### config.mk
export PLATFORM = sky130hd
export DESIGN_NAME = watchdog_timer_nmi_reset
export DESIGN_NICKNAME = d
export VERILOG_FILES = /design/src/watchdog_pkg.sv /design/src/sync3.sv /design/src/tick_gen.sv /design/src/watchdog_timer_nmi_reset.sv
export SDC_FILE = /design/constraint.sdc
export NUM_CORES = 1
export LEC_CHECK = 0
export BUFFER_PORTS_ARGS = -buffer_cell sky130_fd_sc_hd__buf_2
export CAP_MARGIN = 20
export CORE_AREA = 2 2 123 101
export DETAILED_ROUTE_END_ITERATION = 7
export DIE_AREA = 0 0 125 103
export MAX_ROUTING_LAYER = met4
export PLACE_DENSITY = 0.57
export SYNTH_ARGS = -nofsm -noshare
export SYNTH_HDL_FRONTEND = slang
export SYNTH_SLANG_ARGS = --single-unit
### constraint.sdc
create_clock -name clk -period 2.8 [get_ports clk]
set_input_delay 0.28 -clock clk [delete_from_list [all_inputs] [get_ports clk]]
set_output_delay 0.28 -clock clk [all_outputs]
set_load 0.02 [all_outputs]
### src/watchdog_pkg.sv
// Shared constants and types of the watchdog block
package watchdog_pkg;

   // Block base and register indices, kept as printed offsets
   localparam logic [31:0] BLOCK_BASE      = 32'h50003100;
   localparam logic [31:0] COUNT_INDEX     = 32'h50003100 - BLOCK_BASE;
   localparam logic [31:0] CONTROL_INDEX   = 32'h50003102 - BLOCK_BASE;
   // Extra registers of this block (freeze, events)
   localparam logic [31:0] FRZ_SET_INDEX   = 32'h00000004;
   localparam logic [31:0] FRZ_CLR_INDEX   = 32'h00000005;
   localparam logic [31:0] STATUS_INDEX    = 32'h00000006;
   localparam logic [31:0] MASK_INDEX      = 32'h00000007;

   // Byte address is four times the index, within the block window
   localparam int          ADDR_LSB        = 2;
   localparam int          INDEX_BITS      = 4;

   // Count register field layout
   localparam int          KEY_HI          = 15;
   localparam int          KEY_LO          = 9;
   localparam int          SIGN_POS        = 8;
   localparam int          CNT_BITS        = 9;
   localparam logic [6:0]  KEY_OPEN        = 7'h00;

   // Control, freeze and event bit positions
   localparam int          SELECT_POS      = 0;
   localparam int          FREEZE_POS      = 3;
   localparam int          EVT_NMI_POS     = 0;
   localparam int          EVT_RST_POS     = 1;
   localparam int          EVT_BITS        = 2;

   // Counter values of interest
   localparam logic [8:0]  CNT_RESET       = 9'h0ff;
   localparam logic [8:0]  CNT_RELOAD      = 9'h0ff;
   localparam logic [8:0]  CNT_ZERO        = 9'h000;
   localparam logic [8:0]  CNT_MINUS16     = 9'h1f0;
   localparam logic [8:0]  CNT_STEP        = 9'h001;
   localparam logic        SELECT_RESET    = 1'b0;

   // Decrement period
   localparam int          CLK_PERIOD_NS   = 50;
   localparam int          TICK_PERIOD_NS  = 10_240_000;
   localparam int          TICK_CYCLES     = TICK_PERIOD_NS / CLK_PERIOD_NS;

   // AHB transfer type codes
   localparam logic [1:0]  HTRANS_IDLE     = 2'h0;
   localparam logic [1:0]  HTRANS_NONSEQ   = 2'h2;

   // Captured address phase of an AHB transfer
   typedef struct packed {
      logic                  valid;
      logic                  write;
      logic [INDEX_BITS-1:0] index;
   } ahb_phase_s;

   // Sticky event set
   typedef struct packed {
      logic rst;
      logic nmi;
   } event_s;

endpackage : watchdog_pkg

### src/sync3.sv
// Three-stage synchroniser that accepts a change once stages agree
`timescale 1ns/100ps
module sync3
   import watchdog_pkg::*;
(
   input  wire logic clk,
   input  wire logic reset,
   input  wire logic asyncIn,
   output logic      syncOut
);

   logic stage1_reg;   // Metastable stage, read only by stage2
   logic stage2_reg;   // Second stage
   logic stage3_reg;   // Third stage

   // Shift chain; first stage feeds nothing but the second
   always_ff @(posedge clk) begin
      if (reset) begin
         stage1_reg <= 1'b0;
         stage2_reg <= 1'b0;
         stage3_reg <= 1'b0;
      end else begin
         stage1_reg <= asyncIn;
         stage2_reg <= stage1_reg;
         stage3_reg <= stage2_reg;
      end
   end

   // Output follows only when second and third stage agree
   always_ff @(posedge clk) begin
      if (reset) begin
         syncOut <= 1'b0;
      end else if (stage2_reg == stage3_reg) begin
         syncOut <= stage3_reg;
      end
   end

endmodule : sync3

### src/tick_gen.sv
// Divider that makes the one-cycle decrement tick
`timescale 1ns/100ps
module tick_gen
   import watchdog_pkg::*;
#(
   parameter int PERIOD = TICK_CYCLES
)(
   input  wire logic clk,
   input  wire logic reset,
   output logic      tick
);

   logic [31:0] div_reg;   // Cycles elapsed in current period

   // Free-running divider; frozen counter does not stop it
   always_ff @(posedge clk) begin
      if (reset) begin
         div_reg <= 32'h00000000;
         tick    <= 1'b0;
      end else if (div_reg == 32'(PERIOD - 1)) begin
         div_reg <= 32'h00000000;
         tick    <= 1'b1;
      end else begin
         div_reg <= div_reg + 32'h00000001;
         tick    <= 1'b0;
      end
   end

endmodule : tick_gen

### src/watchdog_timer_nmi_reset.sv
// Watchdog down-counter with NMI or system reset, on AHB-Lite
`timescale 1ns/100ps
module watchdog_timer_nmi_reset
   import watchdog_pkg::*;
#(
   parameter int TICK_PERIOD = TICK_CYCLES
)(
   input  wire logic        clk,
   input  wire logic        reset,
   input  wire logic        hsel,
   input  wire logic [31:0] haddr,
   input  wire logic [1:0]  htrans,
   input  wire logic        hwrite,
   input  wire logic [2:0]  hsize,
   input  wire logic [31:0] hwdata,
   input  wire logic        hready,
   output logic             hreadyout,
   output logic             hresp,
   output logic [31:0]      hrdata,
   input  wire logic        debugHalt,
   output logic             nmiOut,
   output logic             wdogResetOut,
   output logic             irq
);

   // Bus phase and decoded writes
   ahb_phase_s phase_reg;      // Address phase held for data phase
   logic       addrTaken;      // Address phase accepted this edge
   logic       wrCount;        // Data phase write to count
   logic       wrControl;      // Data phase write to control
   logic       wrFrzSet;       // Data phase write to freeze-set
   logic       wrFrzClr;       // Data phase write to freeze-clear
   logic       wrStatus;       // Data phase write to status
   logic       wrMask;         // Data phase write to mask
   logic       keyOpen;        // Key bits of written word all zero
   logic       loadAccept;     // Accepted count reload

   // Counter state
   logic [8:0] cnt_reg;        // Nine-bit two's-complement count
   logic       select_reg;     // Reset-only select bit
   logic       swFreeze_reg;   // Software freeze request
   logic       nmiArmed_reg;   // NMI may still fire for this load
   logic       tick;           // Decrement enable
   logic       haltSync;       // Debug halt after synchroniser
   logic       frozen;         // Counter held this cycle
   logic       tickDec;        // Counter decrements this cycle
   logic       fireNmi;        // NMI threshold reached
   logic       fireRst;        // Reset threshold reached

   // Events
   event_s     status_reg;     // Sticky event bits
   event_s     mask_reg;       // Event enables
   event_s     evtSet;         // Events raised this cycle
   logic [31:0] readData;      // Read mux result

   // Decrement tick from internal divider
   tick_gen #(
      .PERIOD (TICK_PERIOD)
   ) u_tick (
      .clk   (clk),
      .reset (reset),
      .tick  (tick)
   );

   // Debug halt arrives from the processor domain pin
   sync3 u_halt_sync (
      .clk     (clk),
      .reset   (reset),
      .asyncIn (debugHalt),
      .syncOut (haltSync)
   );

   // Slave never stalls and never errors
   assign hreadyout = 1'b1;
   assign hresp     = 1'b0;

   // Address phase accepted on NONSEQ with bus ready
   assign addrTaken = hsel && hready && (htrans == HTRANS_NONSEQ);

   // Hold the address phase for the following data phase
   always_ff @(posedge clk) begin
      if (reset) begin
         phase_reg <= '0;
      end else if (hready) begin
         phase_reg.valid <= addrTaken;
         phase_reg.write <= hwrite;
         phase_reg.index <= haddr[ADDR_LSB +: INDEX_BITS];
      end
   end

   // Data phase write strobes per register
   always_comb begin
      wrCount   = 1'b0;
      wrControl = 1'b0;
      wrFrzSet  = 1'b0;
      wrFrzClr  = 1'b0;
      wrStatus  = 1'b0;
      wrMask    = 1'b0;
      if (phase_reg.valid && phase_reg.write) begin
         case (phase_reg.index)
            COUNT_INDEX[INDEX_BITS-1:0]:   wrCount   = 1'b1;
            CONTROL_INDEX[INDEX_BITS-1:0]: wrControl = 1'b1;
            FRZ_SET_INDEX[INDEX_BITS-1:0]: wrFrzSet  = 1'b1;
            FRZ_CLR_INDEX[INDEX_BITS-1:0]: wrFrzClr  = 1'b1;
            STATUS_INDEX[INDEX_BITS-1:0]:  wrStatus  = 1'b1;
            MASK_INDEX[INDEX_BITS-1:0]:    wrMask    = 1'b1;
            default: begin
               // Unmapped write is dropped
               wrCount = 1'b0;
            end
         endcase
      end
   end

   // Key filter guards against a runaway program reloading the dog
   assign keyOpen    = (hwdata[KEY_HI:KEY_LO] == KEY_OPEN);
   assign loadAccept = wrCount && keyOpen;

   // Debug halt freezes the decrement in either mode; software freeze only in NMI mode
   assign frozen  = haltSync ||
                    (swFreeze_reg && !select_reg);
   assign tickDec = tick && !frozen;

   // Thresholds; reset reload right away means one pulse per crossing
   assign fireNmi = !select_reg && nmiArmed_reg &&
                    (cnt_reg == CNT_ZERO);
   always_comb begin
      if (select_reg) begin
         fireRst = (cnt_reg == CNT_ZERO) || cnt_reg[SIGN_POS];
      end else begin
         fireRst = (cnt_reg == CNT_MINUS16);
      end
   end

   // Counter: watchdog reset, then software load, then decrement
   always_ff @(posedge clk) begin
      if (reset) begin
         cnt_reg <= CNT_RESET;
      end else if (fireRst) begin
         cnt_reg <= CNT_RELOAD;
      end else if (loadAccept) begin
         cnt_reg <= hwdata[SIGN_POS:0];
      end else if (tickDec) begin
         cnt_reg <= cnt_reg - CNT_STEP;
      end
   end

   // NMI armed on every reload, disarmed after it fires
   always_ff @(posedge clk) begin
      if (reset) begin
         nmiArmed_reg <= 1'b1;
      end else if (fireRst || loadAccept) begin
         nmiArmed_reg <= 1'b1;
      end else if (fireNmi) begin
         nmiArmed_reg <= 1'b0;
      end
   end

   // Select bit: software may only set it; resets clear it
   always_ff @(posedge clk) begin
      if (reset) begin
         select_reg <= SELECT_RESET;
      end else if (fireRst) begin
         select_reg <= 1'b0;
      end else if (wrControl && hwdata[SELECT_POS]) begin
         select_reg <= 1'b1;
      end
   end

   // Software freeze; set ignored while reset-only mode holds
   always_ff @(posedge clk) begin
      if (reset || fireRst) begin
         swFreeze_reg <= 1'b0;
      end else if (wrFrzSet && hwdata[FREEZE_POS] && !select_reg) begin
         swFreeze_reg <= 1'b1;
      end else if (wrFrzClr && hwdata[FREEZE_POS]) begin
         swFreeze_reg <= 1'b0;
      end
   end

   // Output pulses, registered so they stand one clean cycle
   always_ff @(posedge clk) begin
      if (reset) begin
         nmiOut       <= 1'b0;
         wdogResetOut <= 1'b0;
      end else begin
         nmiOut       <= fireNmi;
         wdogResetOut <= fireRst;
      end
   end

   // Events raised this cycle
   always_comb begin
      evtSet     = '0;
      evtSet.nmi = fireNmi;
      evtSet.rst = fireRst;
   end

   // Sticky status, write one to clear, new event wins over clear
   always_ff @(posedge clk) begin
      if (reset) begin
         status_reg <= '0;
      end else if (wrStatus) begin
         status_reg <= (status_reg & ~event_s'(hwdata[EVT_BITS-1:0]))
                       | evtSet;
      end else begin
         status_reg <= status_reg | evtSet;
      end
   end

   // Interrupt enables
   always_ff @(posedge clk) begin
      if (reset) begin
         mask_reg <= '0;
      end else if (wrMask) begin
         mask_reg <= event_s'(hwdata[EVT_BITS-1:0]);
      end
   end

   // Level interrupt while any unmasked event stands
   assign irq = |(status_reg & mask_reg);

   // Read mux; reserved and key bits read zero
   always_comb begin
      readData = 32'h00000000;
      case (haddr[ADDR_LSB +: INDEX_BITS])
         COUNT_INDEX[INDEX_BITS-1:0]: begin
            readData[SIGN_POS:0] = cnt_reg;
         end
         CONTROL_INDEX[INDEX_BITS-1:0]: begin
            readData[SELECT_POS] = select_reg;
         end
         FRZ_SET_INDEX[INDEX_BITS-1:0]: begin
            readData[FREEZE_POS] = swFreeze_reg;
         end
         FRZ_CLR_INDEX[INDEX_BITS-1:0]: begin
            readData[FREEZE_POS] = swFreeze_reg;
         end
         STATUS_INDEX[INDEX_BITS-1:0]: begin
            readData[EVT_BITS-1:0] = status_reg;
         end
         MASK_INDEX[INDEX_BITS-1:0]: begin
            readData[EVT_BITS-1:0] = mask_reg;
         end
         default: begin
            // Unmapped reads give zero
            readData = 32'h00000000;
         end
      endcase
   end

   // Read data sampled at the address phase, shown in the data phase
   always_ff @(posedge clk) begin
      if (reset) begin
         hrdata <= 32'h00000000;
      end else if (addrTaken && !hwrite) begin
         hrdata <= readData;
      end
   end
endmodule : watchdog_timer_nmi_reset

==> results of run 1 <==
[metal layers]
metal	GRT usage (%)	wire (um)	up-vias
li1	-	-	1397
met5	-	0	-
met4	4.36	109	0
met1	15.0	3620	1332
met3	5.66	495	10
met2	19.2	3380	73
[cell families after synthesis]
group,count (synthesis),share of synthesized area [%]
AO/OA/AOI/OAI,38,7.25
XOR/XNOR,36,9.18
adder cells (fa/ha/maj),2,0.728
buffers and inverters,48,8.59
flip-flops,70,40.8
multiplexers,11,3.20
other,2,0.219
AND/OR/NAND/NOR,190,30.0
[worst paths after layout]
| kind | start | end | slack (ps) | cells after the start |
|---|---|---|---|---|
| hold / removal | hwdata[2] | cnt_reg[2] | 150 | 3 |
| setup / recovery | u_tick.div_reg[0] | u_tick.div_reg[27] | 800 | 7 |
| hold reg to reg | u_halt_sync.stage1_reg | u_halt_sync.stage2_reg | 450 | 1 |
| setup reg to reg | u_tick.div_reg[0] | u_tick.div_reg[27] | 800 | 7 |
[worst min-delay path, cell delays in order]
cell and delay, ps:
buf_2 80, mux2i_1 50, nand2_1 50
[area by class of cell]
type / instances / area (um2)
repair buffers: 41 / 210
inverters: 10 / 37.5
well taps: 152 / 190
multi-input cells: 302 / 1830
clock buffers: 10 / 239
clock inverters: 6 / 68.8
flip-flops and latches: 70 / 1400
fillers: 1221 / 7830
[power breakdown]
group	internal, W	switching, W
Sequential	0.00101	0.0000123
Clock	0.000719	0.000451
Combinational	0.0000339	0.0000750
Total	0.00176	0.000538
[metrics by stage]
stage,total power (W),std cells,hold slack [ps]
global route,0.00239,591,152
finish,0.00230,591,147
global placement,0.00115,575,435
CTS,0.00233,591,139
floorplan,0.00114,420,404
detailed placement,0.00115,575,445
[layout by cell type (no fill, tap or decap), types with 7 or more instances in the layout]
cell / instances
xor2_1: 20
mux2i_1: 11
xnor2_1: 16
nand4_1: 16
buf_2: 39
dfxtp_1: 70
nand2_1: 19
nor3_1: 13
a21oi_1: 8
nor2_1: 69
nor2b_1: 7
a22oi_1: 7
nand3_1: 28
clkbuf_16: 9
o21ai_0: 9
conb_1: 25
inv_1: 10
==> impl_metrics.yaml, run 1 <==
logic_synthesis:
  yosysSeqAreaShare_pct: 40.8
  synth.distinct_cells: 48
  yosys.area.top_type: "dfxtp_1"
  yosys_warnings: 0
  synth_most_common_cell: "dfxtp_1"
  synthTopCellsByCount: "dfxtp_1 (70), nor2_1 (69), buf_4 (28), nand3_1 (28), xor2_1 (20)"
  synth.top_cell.area_share_pct: 40.8
  synth_top_cells_by_area: "dfxtp_1 (41%), nor2_1 (7.5%), buf_4 (6.1%)"
  async_reset_ff_share_pct: 0
  synth_edf_count: 0
  synth-seq-cells: 70
  synthCells: 397
  syn_avg_cell_area_um2: 8.65
  synthFlopType: "dfxtp_1"
  netlist_area_um2: 3440
route:
  drt_first_pass_iters: 4
  num_vias: 2812
  drc: 0
  routed_via_density: 4.76
  drt_iter0_drc: 190
  wire_per_inst_um: 12.9
  drt_wl_total_um: 7600
  ant_nets: 0
power:
  power_density_nw_per_um2: 579
  ir_drop_uv: 294
  p_leak_nw: 1.61
finish:
  num_antenna_cells: 0
  num-nets-final: 511
  largest_register_ffs: 32
  layout-drive-gt1-share_pct: 16.4
  final_area_um2: 3970
  area_delta_synth_final_pct: 15.6
  utilization_pct: 33.7
timing:
  period_minus_slack_ps: 2000
  fin_tns_setup_ps: 0
  fin_skew_ps: 5.95
  relSlewSlack_pct: 50.0
  finalWorstSetupSlack_ps: 800
  max_freq_mhz: 500
  period_share_pct: 71.4
  worst_pin_slew_ps: 748
  setup_violations: 0
  hold_violations: 0
  rsz0062_at_grt: "false"
  slew_violations: 0
worst_setup_path:
  cp_slowest_cell: "dfxtp_1"
  max_stage_delay_ps: 400
  path_buf_inv: 1
  critical_path.top_delay_family: "simple AND/OR/NAND/NOR gates"
  cp-start-kind: "register"
  crit_required_ps: 3010
  path_common_cell: "nor2_1"
  crit_arrival_ps: 2210
  path_cells: "ha_1 -> nand4_1 -> nor2_1 -> and3_1 -> a21o_1 -> buf_4 -> nor2_1"
  crit_type: "reg2reg"
  critPathMaxFanout: 30
  endpoint_kind: "register"
die:
  coreArea_um2: 11800
  rows: 36
  dieArea_um2: 12900
  initial_core_util_pct: 29.1
  die_h_um: 103
  num_io_pins: 112
  die_x_um: 125
run_status:
  status: "finished clean"
global_route:
  grt_remaining_overflow: 0
  grt_max_degree: 31
  gr-usage-all-layers_pct: 12.6
  antenna_found_initial: 0
  grt_pass1_vias: 2612
  grt_pass1_wl_um: 12500
clocking:
  path_clk_slew_ps: 60
  cts_sinks: 70
  cts_tree: "yes"
  h-tree-depth: 3
  cts_max_path_buffers: 2
  cts_buffers: 9
  root_buffer: "clkbuf_16"
  cts-resized-gates: 0
  post_cts_buffers: 0
  insertion_delay_ps: 340
  postCtsHoldBufs: 0
place:
  place_congestion: 0.842
  place_ws_ps: 799
  placed_area_um2: 3660
  dp_hpwl_um: 5310
  io_buffers: 39
flow_run:
  maxCapViolations: 0
hold_path:
  hold_class: "in2reg"
Power figures use the tool's default switching activity.
==> run 2: changes to the inputs <==
==> constraint.sdc (replaced) <==
create_clock -name clk -period 1.9 [get_ports clk]
set_input_delay 0.19 -clock clk [delete_from_list [all_inputs] [get_ports clk]]
set_output_delay 0.19 -clock clk [all_outputs]
set_load 0.02 [all_outputs]
==> run 2 against run 1 <==
Register-to-register slack got worse by 650 ps. Worst setup slack got worse by 650 ps. Via count rose by 1.2%. Wire length fell by 0.45%. Count of clock-buffer cells in the layout rose by 3. Die area did not move. Sequential share of layout area fell by 0.81 points. Critical path type unchanged.
==> impl_metrics.yaml, run 2 (same netlist as run 1, synthesis figures left out) <==
worst_setup_path:
  critPathMaxFanout: 5
  path_cells: "inv_1 -> ha_1 -> nor3b_4 -> nor3b_4 -> o21a_4 -> nor4_1 -> a31oi_1"
  endpoint_kind: "register"
  critical_path.top_delay_family: "simple AND/OR/NAND/NOR gates"
  cp-start-kind: "register"
  crit_type: "reg2reg"
  cp_slowest_cell: "dfxtp_1"
  path_common_cell: "nor3b_4"
  path_buf_inv: 1
  crit_arrival_ps: 1950
  crit_required_ps: 2100
  max_stage_delay_ps: 390
global_route:
  gr-usage-all-layers_pct: 12.7
  use_met1_pct: 15.3
  top_usage_layer: "met2"
  grt_remaining_overflow: 0
  grt_max_degree: 31
  grt_pass1_wl_um: 12800
  grt_pass1_vias: 2648
  grtUsageMet3_pct: 4.98
  grtUsageMet2_pct: 18.8
  antenna_found_initial: 0
finish:
  largest_register_ffs: 32
  final_common_cell: "dfxtp_1"
  final_area_um2: 4070
  n_fill_cell: 1227
  area_delta_synth_final_pct: 18.4
  num_antenna_cells: 0
  num-nets-final: 523
  final_cell_mix: "dfxtp_1 (70), nor2_1 (68), buf_2 (39)"
  seq_area_um2: 1400
  multi_input_comb_area_um2: 1830
  instances_no_fill: 601
  layout-drive-gt1-share_pct: 18.0
clocking:
  insertion_delay_ps: 330
  cts_tree: "yes"
  cts_sinks: 70
  root_buffer: "clkbuf_16"
  path_clk_slew_ps: 50
  h-tree-depth: 3
  cts_buffers: 9
  postCtsHoldBufs: 0
  cts_max_path_buffers: 2
place:
  dp_hpwl_um: 5450
  io_buffers: 39
  placed_area_um2: 3760
  place_congestion: 0.859
  dpl.cell_count: 586
timing:
  period_minus_slack_ps: 1750
  fin_skew_ps: 5.59
  fin_tns_setup_ps: 0
  slew_violations: 0
  setup_violations: 0
  max_freq_mhz: 572
  rsz0062_at_grt: "false"
  holdWs_ps: 74.3
  period_share_pct: 92.0
  hold_violations: 0
flow_run:
  maxCapViolations: 0
route:
  drt_iter0_drc: 198
  drc: 0
  num_vias: 2845
  routed_via_density: 4.73
  drt_first_pass_iters: 4
  drt_wl_total_um: 7560
  wire_per_inst_um: 12.6
  ant_nets: 0
die:
  dieArea_um2: 12900
  rows: 36
  initial_core_util_pct: 29.1
  coreArea_um2: 11800
  die_h_um: 103
  num_io_pins: 112
  die_x_um: 125
power:
  ir_drop_uv: 395
  p_leak_nw: 1.68
  power_w: 0.00332
  power_density_nw_per_um2: 817
run_status:
  status: "finished clean"
hold_path:
  hold_class: "in2reg"
run 2: worst paths after layout:
check	startpoint	end	slack, ps	cells past startpoint
worst min register to register	u_halt_sync.stage1_reg	u_halt_sync.stage2_reg	440	1
worst min-delay path	debugHalt	u_halt_sync.stage1_reg	70	2
worst max register to register	cnt_reg[0]	cnt_reg[7]	150	7
worst max-delay path	cnt_reg[0]	cnt_reg[7]	150	7
run 2: worst register-to-register path, stage by stage, from the launching register on:
cell,delay [ps]
dfxtp_1,390
inv_1,60
ha_1,220
nor3b_4,170
nor3b_4,170
o21a_4,230
nor4_1,300
a31oi_1,70
run 2: through the flow:
stage               setup slack (ps)  util (%)
finish                           152      34.5
CTS                             89.6      34.3
floorplan                        325         -
detailed placement               105      31.9
global route                    7.01      34.5
global placement                 119      31.9
run 2: final cells by class:
cell class / count / area share (%)
multi-input cells: 302 / 45.1
flip-flops and latches: 70 / 34.5
repair buffers: 53 / 7.69
clock buffers: 13 / 6.40
well taps: 152 / 4.68
inverters: 10 / 0.923
clock inverters: 1 / 0.738
run 2: what timing repair did:
action,4_1_cts,5_1_grt
setup endpoints to repair,0,32
gates resized for setup,0,2
buffers inserted,0,1
run 2: report_power, final:
part	total (W)	internal (W)	leakage (nW)	switching, W
combinational	0.000177	0.0000602	0.977	0.000116
sequential	0.00150	0.00149	0.566	0.0000134
clock	0.00165	0.00107	0.142	0.000573
total	0.00332	0.00262	1.68	0.000703
run 2: per-layer routing:
metal / wire (um) / vias to the layer above / share of wire (%)
met4: 139 / 0 / 1.8
met3: 511 / 16 / 6.8
li1: - / 1419 / -
met5: 0 / - / 0
met2: 3300 / 80 / 44
met1: 3610 / 1330 / 48
==> run 3: changes to the inputs <==
--- a/config.mk
+++ b/config.mk
@@ -5,13 +5,14 @@
 export SDC_FILE = /design/constraint.sdc
 export NUM_CORES = 1
 export LEC_CHECK = 0
+export ABC_AREA = 1
 export BUFFER_PORTS_ARGS = -buffer_cell sky130_fd_sc_hd__buf_2
 export CAP_MARGIN = 20
-export CORE_AREA = 2 2 123 101
+export CORE_AREA = 2 2 130 107
 export DETAILED_ROUTE_END_ITERATION = 7
-export DIE_AREA = 0 0 125 103
+export DIE_AREA = 0 0 132 109
 export MAX_ROUTING_LAYER = met4
-export PLACE_DENSITY = 0.57
+export PLACE_DENSITY = 0.56
 export SYNTH_ARGS = -nofsm -noshare
 export SYNTH_HDL_FRONTEND = slang
 export SYNTH_SLANG_ARGS = --single-unit
==> run 3 against run 2 <==
Worst hold slack worse by 1.9 ps. Utilization shrank 0.52 points. Largest power group unchanged. Combinational power shrank 2%. Final cell count increased by 37%. Wire length grew 23%. Synthesized cell count increased by 50%. Total power up 2.4%. Synthesized area increased by 12%. Sequential power about the same. Critical endpoint is now cnt_reg[0].
==> impl_metrics.yaml, run 3 <==
logic_synthesis:
  synthCells: 595
  yosys.area.top_type: "dfxtp_1"
  synth.top_cell.area_share_pct: 36.5
  synth_edf_count: 0
  synth.distinct_cells: 28
  synth-seq-cells: 70
  yosys_warnings: 0
  syn_avg_cell_area_um2: 6.45
  synth_most_common_cell: "nand2_1"
  netlist_area_um2: 3840
  yosysSeqAreaShare_pct: 36.5
  synthFlopType: "dfxtp_1"
  synthTopCellsByCount: "nand2_1 (152), nor2_1 (114), dfxtp_1 (70)"
  synth_top_cells_by_area: "dfxtp_1 (37%), nand2_1 (15%), nor2_1 (11%)"
  async_reset_ff_share_pct: 0
worst_setup_path:
  path_buf_inv: 2
  crit_start: "cnt_reg[0]"
  crit_arrival_ps: 1810
  path_common_cell: "nand2_1"
  path_cells: "inv_1 -> ha_1 -> nand2_1 -> nor2_1 -> nand2_1 -> nand2_1 -> nand2_1 -> nand3_2 -> inv_2 -> nand3_1"
  crit_type: "reg2reg"
  crit-reg2reg-launch: "cnt_reg[0]"
  critical_path.top_delay_family: "simple AND/OR/NAND/NOR gates"
  critPathMaxFanout: 8
  cp_slowest_cell: "dfxtp_1"
  endpoint_kind: "register"
  crit_required_ps: 2120
  cp-start-kind: "register"
  max_stage_delay_ps: 340
power:
  power_density_nw_per_um2: 761
  p_int_w: 0.00265
  p_sw_share_pct: 22.2
  clock_power_share_pct: 50.9
  power_w: 0.00340
  ir_drop_uv: 323
  p_leak_nw: 1.78
  p_comb_share_pct: 5.1
  power_switching_w: 0.000755
  p_seq_share_pct: 44.0
place:
  dp_hpwl_um: 7260
  place_congestion: 0.910
  io_buffers: 39
timing:
  slew_violations: 0
  fin_tns_setup_ps: 0
  max_freq_mhz: 628
  fin_skew_ps: 9.64
  period_share_pct: 83.8
  period_minus_slack_ps: 1590
  setup_violations: 0
  hold_violations: 0
  rsz0062_at_grt: "false"
hold_path:
  hold_class: "in2reg"
  hp-start: "hwdata[2]"
route:
  drt_wl_total_um: 9330
  drt_first_pass_iters: 4
  ant_nets: 0
  num_vias: 3579
  drc: 0
  drt_iter0_drc: 268
  routed_via_density: 4.34
  wire_per_inst_um: 11.3
global_route:
  grtUsageMet3_pct: 3.21
  grt_max_degree: 33
  grt_pass1_vias: 3163
  grt_pass1_wl_um: 15400
  antenna_found_initial: 0
  grt_remaining_overflow: 0
  grtUsageMet2_pct: 19.6
  use_met1_pct: 19.8
  top_usage_layer: "met1"
  gr-usage-all-layers_pct: 13.9
flow_run:
  maxCapViolations: 0
die:
  coreArea_um2: 13200
  num_io_pins: 112
  dieArea_um2: 14400
  die_h_um: 109
  die_x_um: 132
  rows: 38
  initial_core_util_pct: 29.1
finish:
  n_fill_cell: 1460
  largest_register_ffs: 32
  final_common_cell: "nand2_1"
  num-nets-final: 718
  area_delta_synth_final_pct: 16.4
  num_antenna_cells: 0
  final_cell_mix: "nand2_1 (152), nor2_1 (114), dfxtp_1 (70)"
  layout-drive-gt1-share_pct: 11.8
clocking:
  path_clk_slew_ps: 60
  cts_buffers: 9
  insertion_delay_ps: 330
  h-tree-depth: 3
  cts_max_path_buffers: 2
  cts_sinks: 70
  cts_tree: "yes"
  root_buffer: "clkbuf_16"
  postCtsHoldBufs: 0
  post_cts_buffers: 0
run_status:
  status: "finished clean"
-- run 3: worst paths after layout --
check | to | slack, ps | cells past startpoint
hold reg to reg | u_halt_sync.stage2_reg | 400 | 2
setup / recovery | cnt_reg[0] | 310 | 10
setup reg to reg | cnt_reg[0] | 310 | 10
hold / removal | cnt_reg[2] | 70 | 3
-- run 3: cell families (layout without fill, tap and decap cells) --
kind of cell	after synthesis	in the layout	share of synthesized area (%)
and+or+nand+nor	354	354	39.5
buffers and inverters	93	120	12.1
DFF	70	70	36.5
AOI/OAI and AO/OA	61	61	8.02
xor gates and xnor gates	13	13	2.97
adders and majority gates	2	2	0.652
other	2	25	0.196
-- run 3: power by group through the flow --
stage | logic [W] | clock network (W) | registers (W)
final | 0.000173 | 0.00173 | 0.00150
after global routing | 0.000194 | 0.00185 | 0.00150
after CTS | 0.000173 | 0.00177 | 0.00150
after detailed placement | 0.000172 | 0 | 0.00153
after global placement | 0.000173 | 0 | 0.00153
after floorplan | 0.000157 | 0 | 0.00153
-- run 3: metal layers --
layer	vias up	share of wire (%)
met5	-	0
li1	1935	-
met4	0	0.53
met3	2	4.2
met2	73	41
met1	1569	55
-- run 3: area by class of cell --
type                    instances  area (um2)  area share (%)
multi-input cells             455        2060            46.2
flip-flops and latches         70        1400            31.4
clock buffers                  12         267            5.96
repair buffers                 43         238            5.32
inverters                      62         233            5.21
well taps                     180         225            5.04
clock inverters                 3        42.5           0.952
-- run 3: worst reg2reg max path, stage by stage, from the launching register on --
cell,delay (ps)
dfxtp_1,340
inv_1,90
ha_1,240
nand2_1,120
nor2_1,70
nand2_1,70
nand2_1,50
nand2_1,90
nand3_2,140
inv_2,180
nand3_1,90
-- run 3: what timing repair did --
item                                   4_1_cts  5_1_grt
endpoints found under the hold margin        0        0
resized for setup                            0        1
setup endpoints to repair                    0        1
-- run 3: per-stage QoR --
step / instances / util, % / instance area (um2) / setup slack [ps] / hold slack [ps]
detailed placement: 810 / 31.6 / 4160 / 247 / 399
global placement: 810 / 31.6 / 4160 / 249 / 401
floorplan: 618 / - / 3930 / 489 / 297
finish: 825 / 33.9 / 4470 / 307 / 72.4
CTS: 825 / 33.9 / 4460 / 225 / 63.4
global route: 825 / 33.9 / 4470 / 104 / 78.8
